<file path="src/include/adc_ctrl_cfg.svh">
// Purpose: register offsets, field positions, reset values and timing counts
// Assumes: byte-wide registers on a plain strobe port
// Notes:   included by the package and the design
`ifndef ADC_CTRL_CFG_SVH
`define ADC_CTRL_CFG_SVH

`define ADC_ADDR_W        3
`define ADC_OFS_RES_LO    3'h0
`define ADC_OFS_RES_HI    3'h1
`define ADC_OFS_CTRL_A    3'h2
`define ADC_OFS_CTRL_B    3'h3
`define ADC_OFS_BANDGAP   3'h4
`define ADC_CTRL_A_RST    8'h00
`define ADC_CTRL_B_RST    8'h00
`define ADC_BANDGAP_RST   8'h00
`define ADC_RESULT_RST    10'h000
`define ADC_BIT_START     7
`define ADC_BIT_BUSY      6
`define ADC_BIT_ENABLE    5
`define ADC_BIT_FORMAT    4
`define ADC_BIT_BG_EN     3
`define ADC_CONV_CYCLES   14
`define ADC_NUM_PINS      4
`define ADC_RESULT_W      10

`endif

</file>
<file path="src/include/adc_ctrl_pkg.sv">
// Purpose: shared types of the converter control block
// Assumes: adc_ctrl_cfg.svh is included; field widths and state codes are literals here
// Notes:   field layouts follow the control register bit order
`include "adc_ctrl_cfg.svh"
package adc_ctrl_pkg;

  // first control register layout, msb first
  typedef struct packed {
    logic       start;
    logic       busy;
    logic       enable;
    logic       format;
    logic [3:0] chan;
  } ctrl_a_type;

  // second control register layout
  typedef struct packed {
    logic [2:0] src;
    logic [1:0] vref;
    logic [2:0] clk_div;
  } ctrl_b_type;

  // analog steering towards the converter macro
  typedef struct packed {
    logic [3:0] pin_sel;      // one-hot analog pin switch
    logic       pin_analog;   // pin shared function and pull-high removed
    logic       sel_ground;   // ground source
    logic       sel_quarter;  // supply quarter tap source
    logic       vref_pin;     // external reference pin
    logic       vref_supply;  // converter supply as reference
    logic       vref_amp;     // amplifier output as reference
    logic       power_on;     // converter powered
    logic       bandgap_on;   // bandgap reference on
  } analog_ctl_type;

  // conversion sequencer states, one-hot
  typedef enum logic [2:0] {
    ST_IDLE = 3'b001,
    ST_ARM  = 3'b010,
    ST_CONV = 3'b100
  } seq_state_type;

endpackage

</file>
<file path="src/hdl/adc_control_registers.sv">
// Purpose: control and result registers of a 10-bit successive approximation converter
// Assumes: inputs synchronous to clock; analog macro outside returns a sampled code
// Notes:   conversion length is modelled as a fixed count of conversion clock ticks
//
// Implementation choices: the address map and strobed register access.
`include "adc_ctrl_cfg.svh"

////////////////////////////////////////////////////////////////////////////////
// Summary of operation
// RULE1: every conversion yields ten bits from selected input
// RULE2: format 0: high byte d9..d2, low d1..d0
// RULE3: format 1: high byte d9..d8, low d7..d0
// RULE4: unused result bit positions read zero
// RULE5: disabled converter powers down, results hold
// RULE6: conversion starts on start bit high-then-low
// RULE7: busy flag set at start, cleared at completion
// RULE8: software enables converter before use
// RULE9: channel codes 0..3 pick pins, others float
// RULE10: source code picks external, ground or quarter-supply
// RULE11: software deselects pins when quarter-supply chosen
// RULE12: reference code picks pin, supply or amplifier
// RULE13: software leaves reference pin unused for internal
// RULE14: conversion clock is system clock over two-power-code
// RULE15: bandgap on by enable bit or low-voltage reset
// RULE16: bandgap register unused bits read zero
// RULE17: analog pin loses digital function and pull-high
// RULE18: completion raises the converter request flag
// RULE19: software keeps conversion clock period in range
// RULE20: start taken on falling edge, fixed tick count
module adc_control_registers
  import adc_ctrl_pkg::*;
#(
  parameter int CONV_CYCLES = `ADC_CONV_CYCLES  // conversion clock ticks per conversion
) (
  input  wire logic                       clock,             // 50 mhz system clock
  input  wire logic                       rstn,              // async active-low reset
  input  wire logic                       ce,                // clock enable, freezes all state
  input  wire logic [`ADC_ADDR_W-1:0]     addr,              // register address
  input  wire logic [7:0]                 wdata,             // write data
  input  wire logic                       wr,                // write strobe
  input  wire logic                       rd,                // read strobe
  output logic      [7:0]                 rdata,             // read data, cycle after rd
  input  wire logic [`ADC_RESULT_W-1:0]   sample_code,       // code from analog macro
  input  wire logic                       low_voltage_reset, // low-voltage reset enabled
  output adc_ctrl_pkg::analog_ctl_type    analog_ctl,        // analog steering
  output logic                            conv_done          // one-cycle completion pulse
);
  import adc_ctrl_pkg::*;

  //////////////////////////////////////////////////////////////////////////////
  // state

  typedef struct packed {
    ctrl_a_type                 ctrl_a;     // first control register
    ctrl_b_type                 ctrl_b;     // second control register
    logic                       bg_en;      // bandgap enable bit
    logic [`ADC_RESULT_W-1:0]   result;     // last result
    seq_state_type              state;      // sequencer
    logic [6:0]                 div_cnt;    // conversion clock prescaler
    logic [7:0]                 tick_cnt;   // conversion ticks left
    logic [7:0]                 rdata;      // read data register
    analog_ctl_type             actl;       // registered analog controls
    logic                       done;       // completion pulse
  } state_type;

  state_type s_r;    // registered state
  state_type s_nxt;  // next state
  logic      rst_n_int;  // synchronised reset
  logic      rst_meta_r; // reset sync stage one, read only by stage two
  logic      rst_sync_r; // reset sync stage two

  assign rst_n_int  = rst_sync_r;
  assign rdata      = s_r.rdata;
  assign analog_ctl = s_r.actl;
  assign conv_done  = s_r.done;

  //////////////////////////////////////////////////////////////////////////////
  // helpers

  // arrange the result into the two bytes for the chosen format
  function automatic logic [15:0] pack_result(input logic fmt,
                                              input logic [`ADC_RESULT_W-1:0] d);
    if (fmt) begin
      pack_result = {6'h00, d};                  // [RULE3] [RULE4]
    end else begin
      pack_result = {d, 6'h00};                  // [RULE2] [RULE4]
    end
  endfunction

  // prescaler terminal value for a divider code: 2^code - 1
  function automatic logic [6:0] div_limit(input logic [2:0] code);
    div_limit = 7'((8'h01 << code) - 8'h01);     // [RULE14]
  endfunction

  //////////////////////////////////////////////////////////////////////////////
  // next state

  // one combinational pass builds the whole next state
  always_comb begin
    logic [15:0] res_bytes;   // aligned result
    logic        tick;        // conversion clock tick
    res_bytes = pack_result(s_r.ctrl_a.format, s_r.result);
    tick      = 1'b0;
    s_nxt     = s_r;
    s_nxt.done     = 1'b0;

    // register writes; busy is read-only so the hardware copy is kept
    if (wr) begin
      case (addr)
        `ADC_OFS_CTRL_A: begin
          s_nxt.ctrl_a      = ctrl_a_type'(wdata);
          s_nxt.ctrl_a.busy = s_r.ctrl_a.busy;
        end
        `ADC_OFS_CTRL_B: begin
          s_nxt.ctrl_b = ctrl_b_type'(wdata);
        end
        `ADC_OFS_BANDGAP: begin
          s_nxt.bg_en = wdata[`ADC_BIT_BG_EN];
        end
        default: begin
          // result registers and holes ignore writes
        end
      endcase
    end

    // read data, valid only in the cycle after the strobe
    if (rd) begin
      case (addr)
        `ADC_OFS_RES_LO:  s_nxt.rdata = res_bytes[7:0];
        `ADC_OFS_RES_HI:  s_nxt.rdata = res_bytes[15:8];
        `ADC_OFS_CTRL_A:  s_nxt.rdata = s_r.ctrl_a;
        `ADC_OFS_CTRL_B:  s_nxt.rdata = s_r.ctrl_b;
        `ADC_OFS_BANDGAP: s_nxt.rdata = {4'h0, s_r.bg_en, 3'h0};  // [RULE16]
        default:          s_nxt.rdata = 8'h00;
      endcase
    end else begin
      s_nxt.rdata = 8'h00;
    end

    // prescaler runs only during a conversion so each one starts aligned
    if (s_r.state == ST_CONV) begin
      if (s_r.div_cnt >= div_limit(s_r.ctrl_b.clk_div)) begin
        s_nxt.div_cnt = 7'h00;
        tick          = 1'b1;                    // [RULE14]
      end else begin
        s_nxt.div_cnt = s_r.div_cnt + 7'h01;
      end
    end else begin
      s_nxt.div_cnt = 7'h00;
    end

    // sequencer: start armed by a high start bit, taken when it falls
    case (s_r.state)
      ST_IDLE: begin
        if (s_r.ctrl_a.start) begin
          s_nxt.state = ST_ARM;
        end
      end
      ST_ARM: begin
        if (!s_r.ctrl_a.start) begin
          if (s_r.ctrl_a.enable) begin
            s_nxt.state       = ST_CONV;           // [RULE6] [RULE20]
            s_nxt.ctrl_a.busy = 1'b1;              // [RULE7]
            s_nxt.tick_cnt    = 8'(CONV_CYCLES);
          end else begin
            s_nxt.state = ST_IDLE;                 // powered down: no conversion
          end
        end
      end
      ST_CONV: begin
        if (!s_r.ctrl_a.enable) begin
          // switched off mid-way: abandon, result untouched
          s_nxt.state       = ST_IDLE;             // [RULE5]
          s_nxt.ctrl_a.busy = 1'b0;
        end else if (tick) begin
          if (s_r.tick_cnt <= 8'h01) begin
            s_nxt.state       = ST_IDLE;
            s_nxt.ctrl_a.busy = 1'b0;              // [RULE7]
            s_nxt.result      = sample_code;       // [RULE1]
            s_nxt.done        = 1'b1;              // [RULE18]
          end else begin
            s_nxt.tick_cnt = s_r.tick_cnt - 8'h01;
          end
        end
      end
      default: begin
        s_nxt.state = ST_IDLE;
      end
    endcase

    // analog steering decoded from the control registers
    s_nxt.actl             = '0;
    s_nxt.actl.power_on    = s_r.ctrl_a.enable;    // [RULE5]
    s_nxt.actl.bandgap_on  = s_r.bg_en | low_voltage_reset;  // [RULE15]
    // pins 0..3 only; higher codes leave every switch open
    if (s_r.ctrl_a.chan < 4'(`ADC_NUM_PINS)) begin
      s_nxt.actl.pin_sel[s_r.ctrl_a.chan[1:0]] = 1'b1;       // [RULE9]
    end
    // an analog pin drops its digital function and pull-high
    s_nxt.actl.pin_analog  = |s_nxt.actl.pin_sel;            // [RULE17]
    case (s_r.ctrl_b.src)
      3'h1, 3'h2, 3'h3: s_nxt.actl.sel_ground  = 1'b1;       // [RULE10]
      3'h4:             s_nxt.actl.sel_quarter = 1'b1;       // [RULE10]
      default:          s_nxt.actl.sel_ground  = 1'b0;
    endcase
    // internal sources never meet a pin, even if software forgets
    if (s_r.ctrl_b.src != 3'h0 && s_r.ctrl_b.src < 3'h5) begin
      s_nxt.actl.pin_sel    = 4'h0;                          // [RULE11]
      s_nxt.actl.pin_analog = 1'b0;
    end
    case (s_r.ctrl_b.vref)
      2'h1:    s_nxt.actl.vref_supply = 1'b1;                // [RULE12]
      2'h2:    s_nxt.actl.vref_amp    = 1'b1;                // [RULE12]
      default: s_nxt.actl.vref_pin    = 1'b1;                // [RULE12]
    endcase
  end

  //////////////////////////////////////////////////////////////////////////////
  // registers

  // the sync stages alone see the raw reset; everything else its copy.
  // they sit outside the state struct so that each variable has one driver
  always_ff @(posedge clock or negedge rstn) begin
    if (!rstn) begin
      rst_meta_r <= 1'b0;
      rst_sync_r <= 1'b0;
    end else if (ce) begin
      rst_meta_r <= 1'b1;
      rst_sync_r <= rst_meta_r;
    end
  end

  // block state, reset by the synchronised copy
  always_ff @(posedge clock or negedge rst_n_int) begin
    if (!rst_n_int) begin
      s_r.ctrl_a   <= ctrl_a_type'(`ADC_CTRL_A_RST);
      s_r.ctrl_b   <= ctrl_b_type'(`ADC_CTRL_B_RST);
      s_r.bg_en    <= 1'b0;
      s_r.result   <= `ADC_RESULT_RST;
      s_r.state    <= ST_IDLE;
      s_r.div_cnt  <= 7'h00;
      s_r.tick_cnt <= 8'h00;
      s_r.rdata    <= 8'h00;
      s_r.actl     <= '0;
      s_r.done     <= 1'b0;
    end else if (ce) begin
      s_r.ctrl_a   <= s_nxt.ctrl_a;
      s_r.ctrl_b   <= s_nxt.ctrl_b;
      s_r.bg_en    <= s_nxt.bg_en;
      s_r.result   <= s_nxt.result;
      s_r.state    <= s_nxt.state;
      s_r.div_cnt  <= s_nxt.div_cnt;
      s_r.tick_cnt <= s_nxt.tick_cnt;
      s_r.rdata    <= s_nxt.rdata;
      s_r.actl     <= s_nxt.actl;
      s_r.done     <= s_nxt.done;
    end
  end

endmodule

</file>
<file path="config.mk">
export PLATFORM = sky130hd
export DESIGN_NAME = adc_control_registers
export DESIGN_NICKNAME = d
export VERILOG_FILES = /design/src/include/adc_ctrl_pkg.sv /design/src/hdl/adc_control_registers.sv
export VERILOG_INCLUDE_DIRS = /design/src /design/src/include
export SDC_FILE = /design/constraint.sdc
export NUM_CORES = 1
export LEC_CHECK = 0
export ABC_CLOCK_PERIOD_IN_PS = 3610
export BUFFER_PORTS_ARGS = -buffer_cell sky130_fd_sc_hd__buf_2
export CORE_MARGIN = 5
export CORE_UTILIZATION = 35
export DETAILED_ROUTE_END_ITERATION = 10
export GPL_TIMING_DRIVEN = 0
export PLACE_DENSITY_LB_ADDON = 0.3
export SETUP_SLACK_MARGIN = 0.4
export SYNTH_ARGS = -nofsm -noshare
export SYNTH_HDL_FRONTEND = slang
export SYNTH_SLANG_ARGS = --single-unit
</file>
<file path="constraint.sdc">
create_clock -name clock -period 3.61 [get_ports clock]
set_input_delay 0.9025 -clock clock [delete_from_list [all_inputs] [get_ports clock]]
set_output_delay 0.9025 -clock clock [all_outputs]
set_load 0.005 [all_outputs]
</file>
==> results of run 1 <==
==> report_power, final <==
| part | leakage, nW | internal, mW | switching, mW |
|---|---|---|---|
| registers | 0.872 | 0.878 | 0.104 |
| logic | 0.963 | 0.247 | 0.221 |
| clock network | 0.114 | 0.394 | 0.313 |
| total | 1.95 | 1.52 | 0.638 |
==> critical path, stage by stage, from the launching register on <==
cell and delay [ns]:
dfrtp_1 0.37, clkbuf_1 0.18, or3_1 0.41, ha_1 0.27
nand2b_1 0.10, a211oi_1 0.08, o21ai_0 0.51, o21a_1 0.37
mux2_1 0.36
==> layout make-up <==
type / instances / share of cell area [%]
plain buffers: 34 / 5.003
clock buffers: 9 / 2.913
clock inverters: 7 / 2.354
inverters: 11 / 0.9712
multi-input cells: 225 / 39.43
flip-flops and latches: 68 / 40.14
well taps: 136 / 4.002
repair buffers: 44 / 5.180
==> kinds of logic after synthesis <==
family | after synthesis | share of synthesized area (%)
simple gates | 94 | 13.95
mux | 38 | 12.64
xor+xnor | 6 | 1.447
flops | 68 | 46.87
buf+inv | 45 | 6.990
compound gates | 75 | 13.98
fa+ha+maj | 12 | 4.132
==> worst min path at each step <==
| stage | endpoint | slack, ns | cells after the start |
|---|---|---|---|
| 3_5_place_dp | rst_meta_r$_DFFE_PN0P_ | 0.46 | 1 |
| 6_report | rst_n_int$_DFFE_PN0P_ | 0.34 | 1 |
| 2_1_floorplan | rst_meta_r$_DFFE_PN0P_ | 0.43 | 1 |
| 3_3_place_gp | rst_meta_r$_DFFE_PN0P_ | 0.44 | 1 |
| 5_1_grt | rst_meta_r$_DFFE_PN0P_ | 0.32 | 1 |
| 4_1_cts | rst_n_int$_DFFE_PN0P_ | 0.32 | 1 |
==> per-layer routing <==
metal  part of all wire, %  global-route usage, %  up-vias
met5                     0                      0        -
met4                   1.5                  5.353        0
met3                   5.4                  2.935        8
met2                    44                  20.94       68
met1                    49                  19.45     1345
li1                      -                      -     1328
==> state kept, by name, summed over array words and instances (netlist names) <==
register and flops:
s_r 44, analog_ctl 12, rdata 8, conv_done 1
rst_meta_r 1, rst_n_int 1, s_nxt 1
==> per-stage QoR <==
stage / utilization, % / setup slack [ns] / hold WS [ns] / std cells
after global placement: 39.33 / 0.7649 / 0.4425 / 518
after global routing: 41.56 / 0.6049 / 0.3228 / 534
after detailed placement: 39.37 / 0.8538 / 0.4593 / 518
after floorplan: - / 1.167 / 0.4305 / 338
after CTS: 41.56 / 0.8318 / 0.3223 / 534
final: 41.56 / 0.8548 / 0.3350 / 534
==> placed cells by master (no fill, tap or decap), types with 3 or more instances in the layout <==
cell type and instances:
a21o_1 3, a21oi_1 12, a222oi_1 3, a22o_1 5, a31oi_1 9, a32oi_1 4, and2_1 3, buf_2 46
buf_4 20, clkbuf_1 9, clkbuf_8 9, clkinv_4 3, dfrtp_1 66, ha_1 12, inv_1 11, mux2_2 25
mux2_4 9, nand2_1 25, nand3_1 6, nand3b_1 3, nand4_1 3, nor2_1 21, nor3_1 5, nor4_1 3
o21a_1 4, o21ai_0 17, o2bb2ai_1 6, or3_1 3, or4_1 5, xnor2_1 3, xor2_1 3
==> results_dict.tcl, run 1 <==
set metrics [dict create \
    root_buffer "clkbuf_8" \
    critPathLaunchType "register" \
    cts_setup_buffers 0 \
    placed_cell_area_sq_um 4028 \
    multi_input_area_sq_um 1677 \
    cp_max_fo 9 \
    p_leak_nw 1.949 \
    min_path_type "in2async" \
    setup_tns_ns 0 \
    synth_fp_nets 377 \
    crit_type "reg2reg" \
    final_antenna_net_count 0 \
    numCtsBuffers 9 \
    final.period_utilization_pct 76.32 \
    synth_top_cell_area_share_pct 46.14 \
    timing.rr.end "s_r[22]$_DFFE_PN0P_" \
    r2r_start "s_r[52]$_DFFE_PN0P_" \
    ys_seq_area_share_pct 46.87 \
    clk_latency_ns 0.35 \
    clock-sinks 68 \
    maxCapViolCount 0 \
    grt_max_degree 68 \
    grt_overflow 0 \
    coreArea_sq_um 10230 \
    max_freq_mhz 362.9 \
    netlist_instances 338 \
    drv_slew 0 \
    yosys_register_bits 68 \
    fin_skew_ns 0.01407 \
    critPathArrivalTime_ns 2.98 \
    final_cell_area_sq_um 4252 \
    cts.htree.levels 3 \
    reg2reg_depth 8 \
    cts_hold_buffers 0 \
    wl_per_cell_microns 15.49 \
    ir_worst_vdd_uv 260.0 \
    n_fill_cell 1018 \
    start_util_pct 35.51 \
    crit_path_start "s_r[52]$_DFFE_PN0P_" \
    die_y_microns 111.9 \
    ys.flop_type "dfrtp_1" \
    drt_iter0_drc 177 \
    maxSlewHeadroom_pct 39.10 \
    vias 2749 \
    crit_end "s_r[22]$_DFFE_PN0P_" \
    synth_most_common_cell "dfrtp_1" \
    fp-row-count 37 \
    cp.required_ns 3.84 \
    hold_viol 0 \
    yosysTopAreaCell "dfrtp_1" \
    grt_pass1_wl_microns 13990 \
    synth_cell_types 55 \
    yosys-top-cells-count "dfrtp_1, mux2_2, nand2_1" \
    dieArea_sq_um 12520 \
    die_w_microns 111.9 \
    hpwl_microns 6082 \
    rrSetupSlack_ns 0.85 \
    grt_pass1_vias 2783 \
    grt_usage_pct 13.85 \
    finalCriticalPeriod_ns 2.755 \
    cts-resized-gates 0 \
    portBuffers 44 \
    rsz0062_at_grt "no" \
    vias_per_cell 5.148 \
    tightest_slew_ns 0.9008 \
    status "finished, final reports clean" \
    power.density_nw_per_um2 507.4 \
    antenna_found_initial 0 \
    synth_enable_flop_cells 0 \
    diodes 0 \
    cts_tree "done" \
    synth_area_sq_um 3633 \
    dr.pass1.iters 5 \
    ios 48 \
    ys_warn_count 0 \
    synth_area_leaders "dfrtp_1, mux2_2, buf_4, ha_1, mux2_4" \
    drt-total-wl_microns 8273 \
    cts_max_path_buffers 2 \
    end_kind "register" \
    drc_errors 0 \
    finalPower_mw 2.157 \
    synth_area_per_cell_sq_um 10.75 \
    nets 432 \
    drive_above_1_share_pct 30.65 \
    flow.area_growth_from_synthesis_pct 17.01 \
    gp_congestion 0.8440 \
    seq_area_sq_um 1707 \
    finalSetupViolCount 0 \
    clkSlewWorstSetupHoldPaths_ns 0.08 \
    async_flop_share_pct 100.0 \
]
Note: power is estimated with default switching activity, not from simulation.
==> run 2: changes to the inputs <==
- ABC_CLOCK_PERIOD_IN_PS: 3610 -> 2500
- clock period: 3.61 -> 2.5 ns (I/O delays scaled with it)
==> results_dict.tcl, run 2 (synthesized netlist as in run 1, its figures left out) <==
set metrics [dict create \
    crit_family "simple AND/OR/NAND/NOR gates" \
    portBuffers 44 \
    vias 2835 \
    finalCriticalPeriod_ns 2.455 \
    cpMaxStageDelayCell "dfrtp_1" \
    tightest_slew_ns 0.8726 \
    critPathBufInv 2 \
    post-route-util_pct 43.16 \
    grt_pass1_vias 2850 \
    cts_hold_buffers 0 \
    antenna_found_initial 0 \
    coreArea_sq_um 10230 \
    hpwl_microns 6220 \
    gp_congestion 0.9032 \
    min_path_type "in2async" \
    layout_commonest_cell "dfrtp_1" \
    nets 446 \
    clockPowerShare_pct 26.3 \
    fp-row-count 37 \
    rsz0062_at_grt "yes" \
    p_seq_share_pct 46.7 \
    grt_usage_pct 14.73 \
    grt_overflow 0 \
    end_kind "register" \
    clock-sinks 68 \
    root_buffer "clkbuf_8" \
    power.density_nw_per_um2 685.9 \
    clk_latency_ns 0.35 \
    dieArea_sq_um 12520 \
    drt-total-wl_microns 8999 \
    final_antenna_net_count 0 \
    cts_max_path_buffers 2 \
    cp.required_ns 2.73 \
    cts.htree.levels 3 \
    dr.pass1.iters 4 \
    vias_per_cell 5.173 \
    start_util_pct 35.51 \
    cts_tree "done" \
    p_leak_nw 2.020 \
    die_y_microns 111.9 \
    final_cell_area_sq_um 4415 \
    max_freq_mhz 407.3 \
    die_w_microns 111.9 \
    fin_skew_ns 0.01460 \
    cp_max_fo 5 \
    clkSlewWorstSetupHoldPaths_ns 0.09 \
    drv_slew 0 \
    worst_path_largest_cell_delay_ns 0.38 \
    setup_tns_ns 0 \
    power.switching_uw 966.9 \
    maxCapViolCount 0 \
    finalSetupViolCount 0 \
    drc_errors 0 \
    grt_pass1_wl_microns 14790 \
    critPathArrivalTime_ns 2.68 \
    mostFrequentLayoutCells "dfrtp_1, buf_2, buf_4" \
    critPathLaunchType "register" \
    final.period_utilization_pct 98.20 \
    hold_viol 0 \
    max_flop_register "s_r" \
    drt_iter0_drc 187 \
    grt_max_degree 68 \
    flow.area_growth_from_synthesis_pct 21.52 \
    maxSlewHeadroom_pct 41.83 \
    comb_power_share_pct 27.0 \
    status "finished, final reports clean" \
    ios 48 \
    crit_type "reg2reg" \
    numCtsBuffers 9 \
    largest_register_ffs 44 \
    diodes 0 \
    drive_above_1_share_pct 37.14 \
    ir_worst_vdd_uv 307.0 \
    crit_chain "clkbuf_8 > or3_4 > ha_4 > nand2b_4 > a211oi_4 > o21a_2 > nor3_4 > buf_6 > mux2_4" \
    placed_cell_area_sq_um 4056 \
    wl_per_cell_microns 16.42 \
    intPower_mw 2.062 \
    swShare_pct 31.93 \
    finalPower_mw 3.028 \
]
run 2: timing repair:
| action | 4_1_cts | 5_1_grt |
|---|---|---|
| gates resized for setup | 11 | 11 |
| buffers inserted | 8 | 5 |
| cloned | 1 | 0 |
| pin swaps | 2 | 3 |
| endpoints found under the hold margin | 0 | 0 |
| setup endpoints to repair | 28 | 39 |
run 2: through the flow:
stage / hold slack [ns] / setup slack [ns] / std cells
floorplan: 0.3294 / 0.1708 / 338
global placement: 0.4107 / 0.02165 / 518
detailed placement: 0.4125 / -0.01526 / 518
CTS: 0.03177 / 0.07132 / 543
global route: 0.03498 / -0.04106 / 548
finish: 0.04095 / 0.04495 / 548
run 2: path summary, 6_finish.rpt:
kind | start | end | slack [ns] | depth (start not counted)
min in group clock | rst_meta_r$_DFFE_PN0P_ | rst_meta_r$_DFFE_PN0P_ | 0.47 | 1
worst min-delay path | rstn | rst_n_int$_DFFE_PN0P_ | 0.04 | 1
max in group asynchronous | rst_n_int$_DFFE_PN0P_ | s_r[50]$_DFFE_PN0P_ | 1.44 | 0
worst max-delay path | s_r[52]$_DFFE_PN0P_ | s_r[42]$_DFFE_PN0P_ | 0.04 | 9
worst min register to register | rst_n_int$_DFFE_PN0P_ | s_r[30]$_DFFE_PN0P_ | 0.44 | 0
worst max register to register | s_r[52]$_DFFE_PN0P_ | s_r[42]$_DFFE_PN0P_ | 0.04 | 9
run 2: area by class of cell:
class                           instances  area (sq um)
Tap cell                              136         170.2
Sequential cell                        68          1709
Multi-Input combinational cell        225          1782
Clock inverter                          5         30.03
Inverter                               11         41.29
Buffer                                 34         222.7
Clock buffer                           11         131.4
Fill cell                             992          5816
Timing Repair Buffer                   58         329.1
run 2: power groups by stage:
stage	registers [mW]	clock network [mW]	logic, mW
after floorplan	1.39	0	0.534
final	1.41	0.795	0.819
after CTS	1.41	0.800	0.790
after detailed placement	1.44	0	0.709
after global placement	1.44	0	0.687
after global routing	1.44	0.857	0.912
run 2: metal layers:
layer,vias to the layer above,wire length [microns],track usage (%)
li1,1357,-,-
met1,1402,4358,21.34
met2,62,4009,21.34
met3,14,459,3.696
met4,0,172,5.191
met5,-,0,0
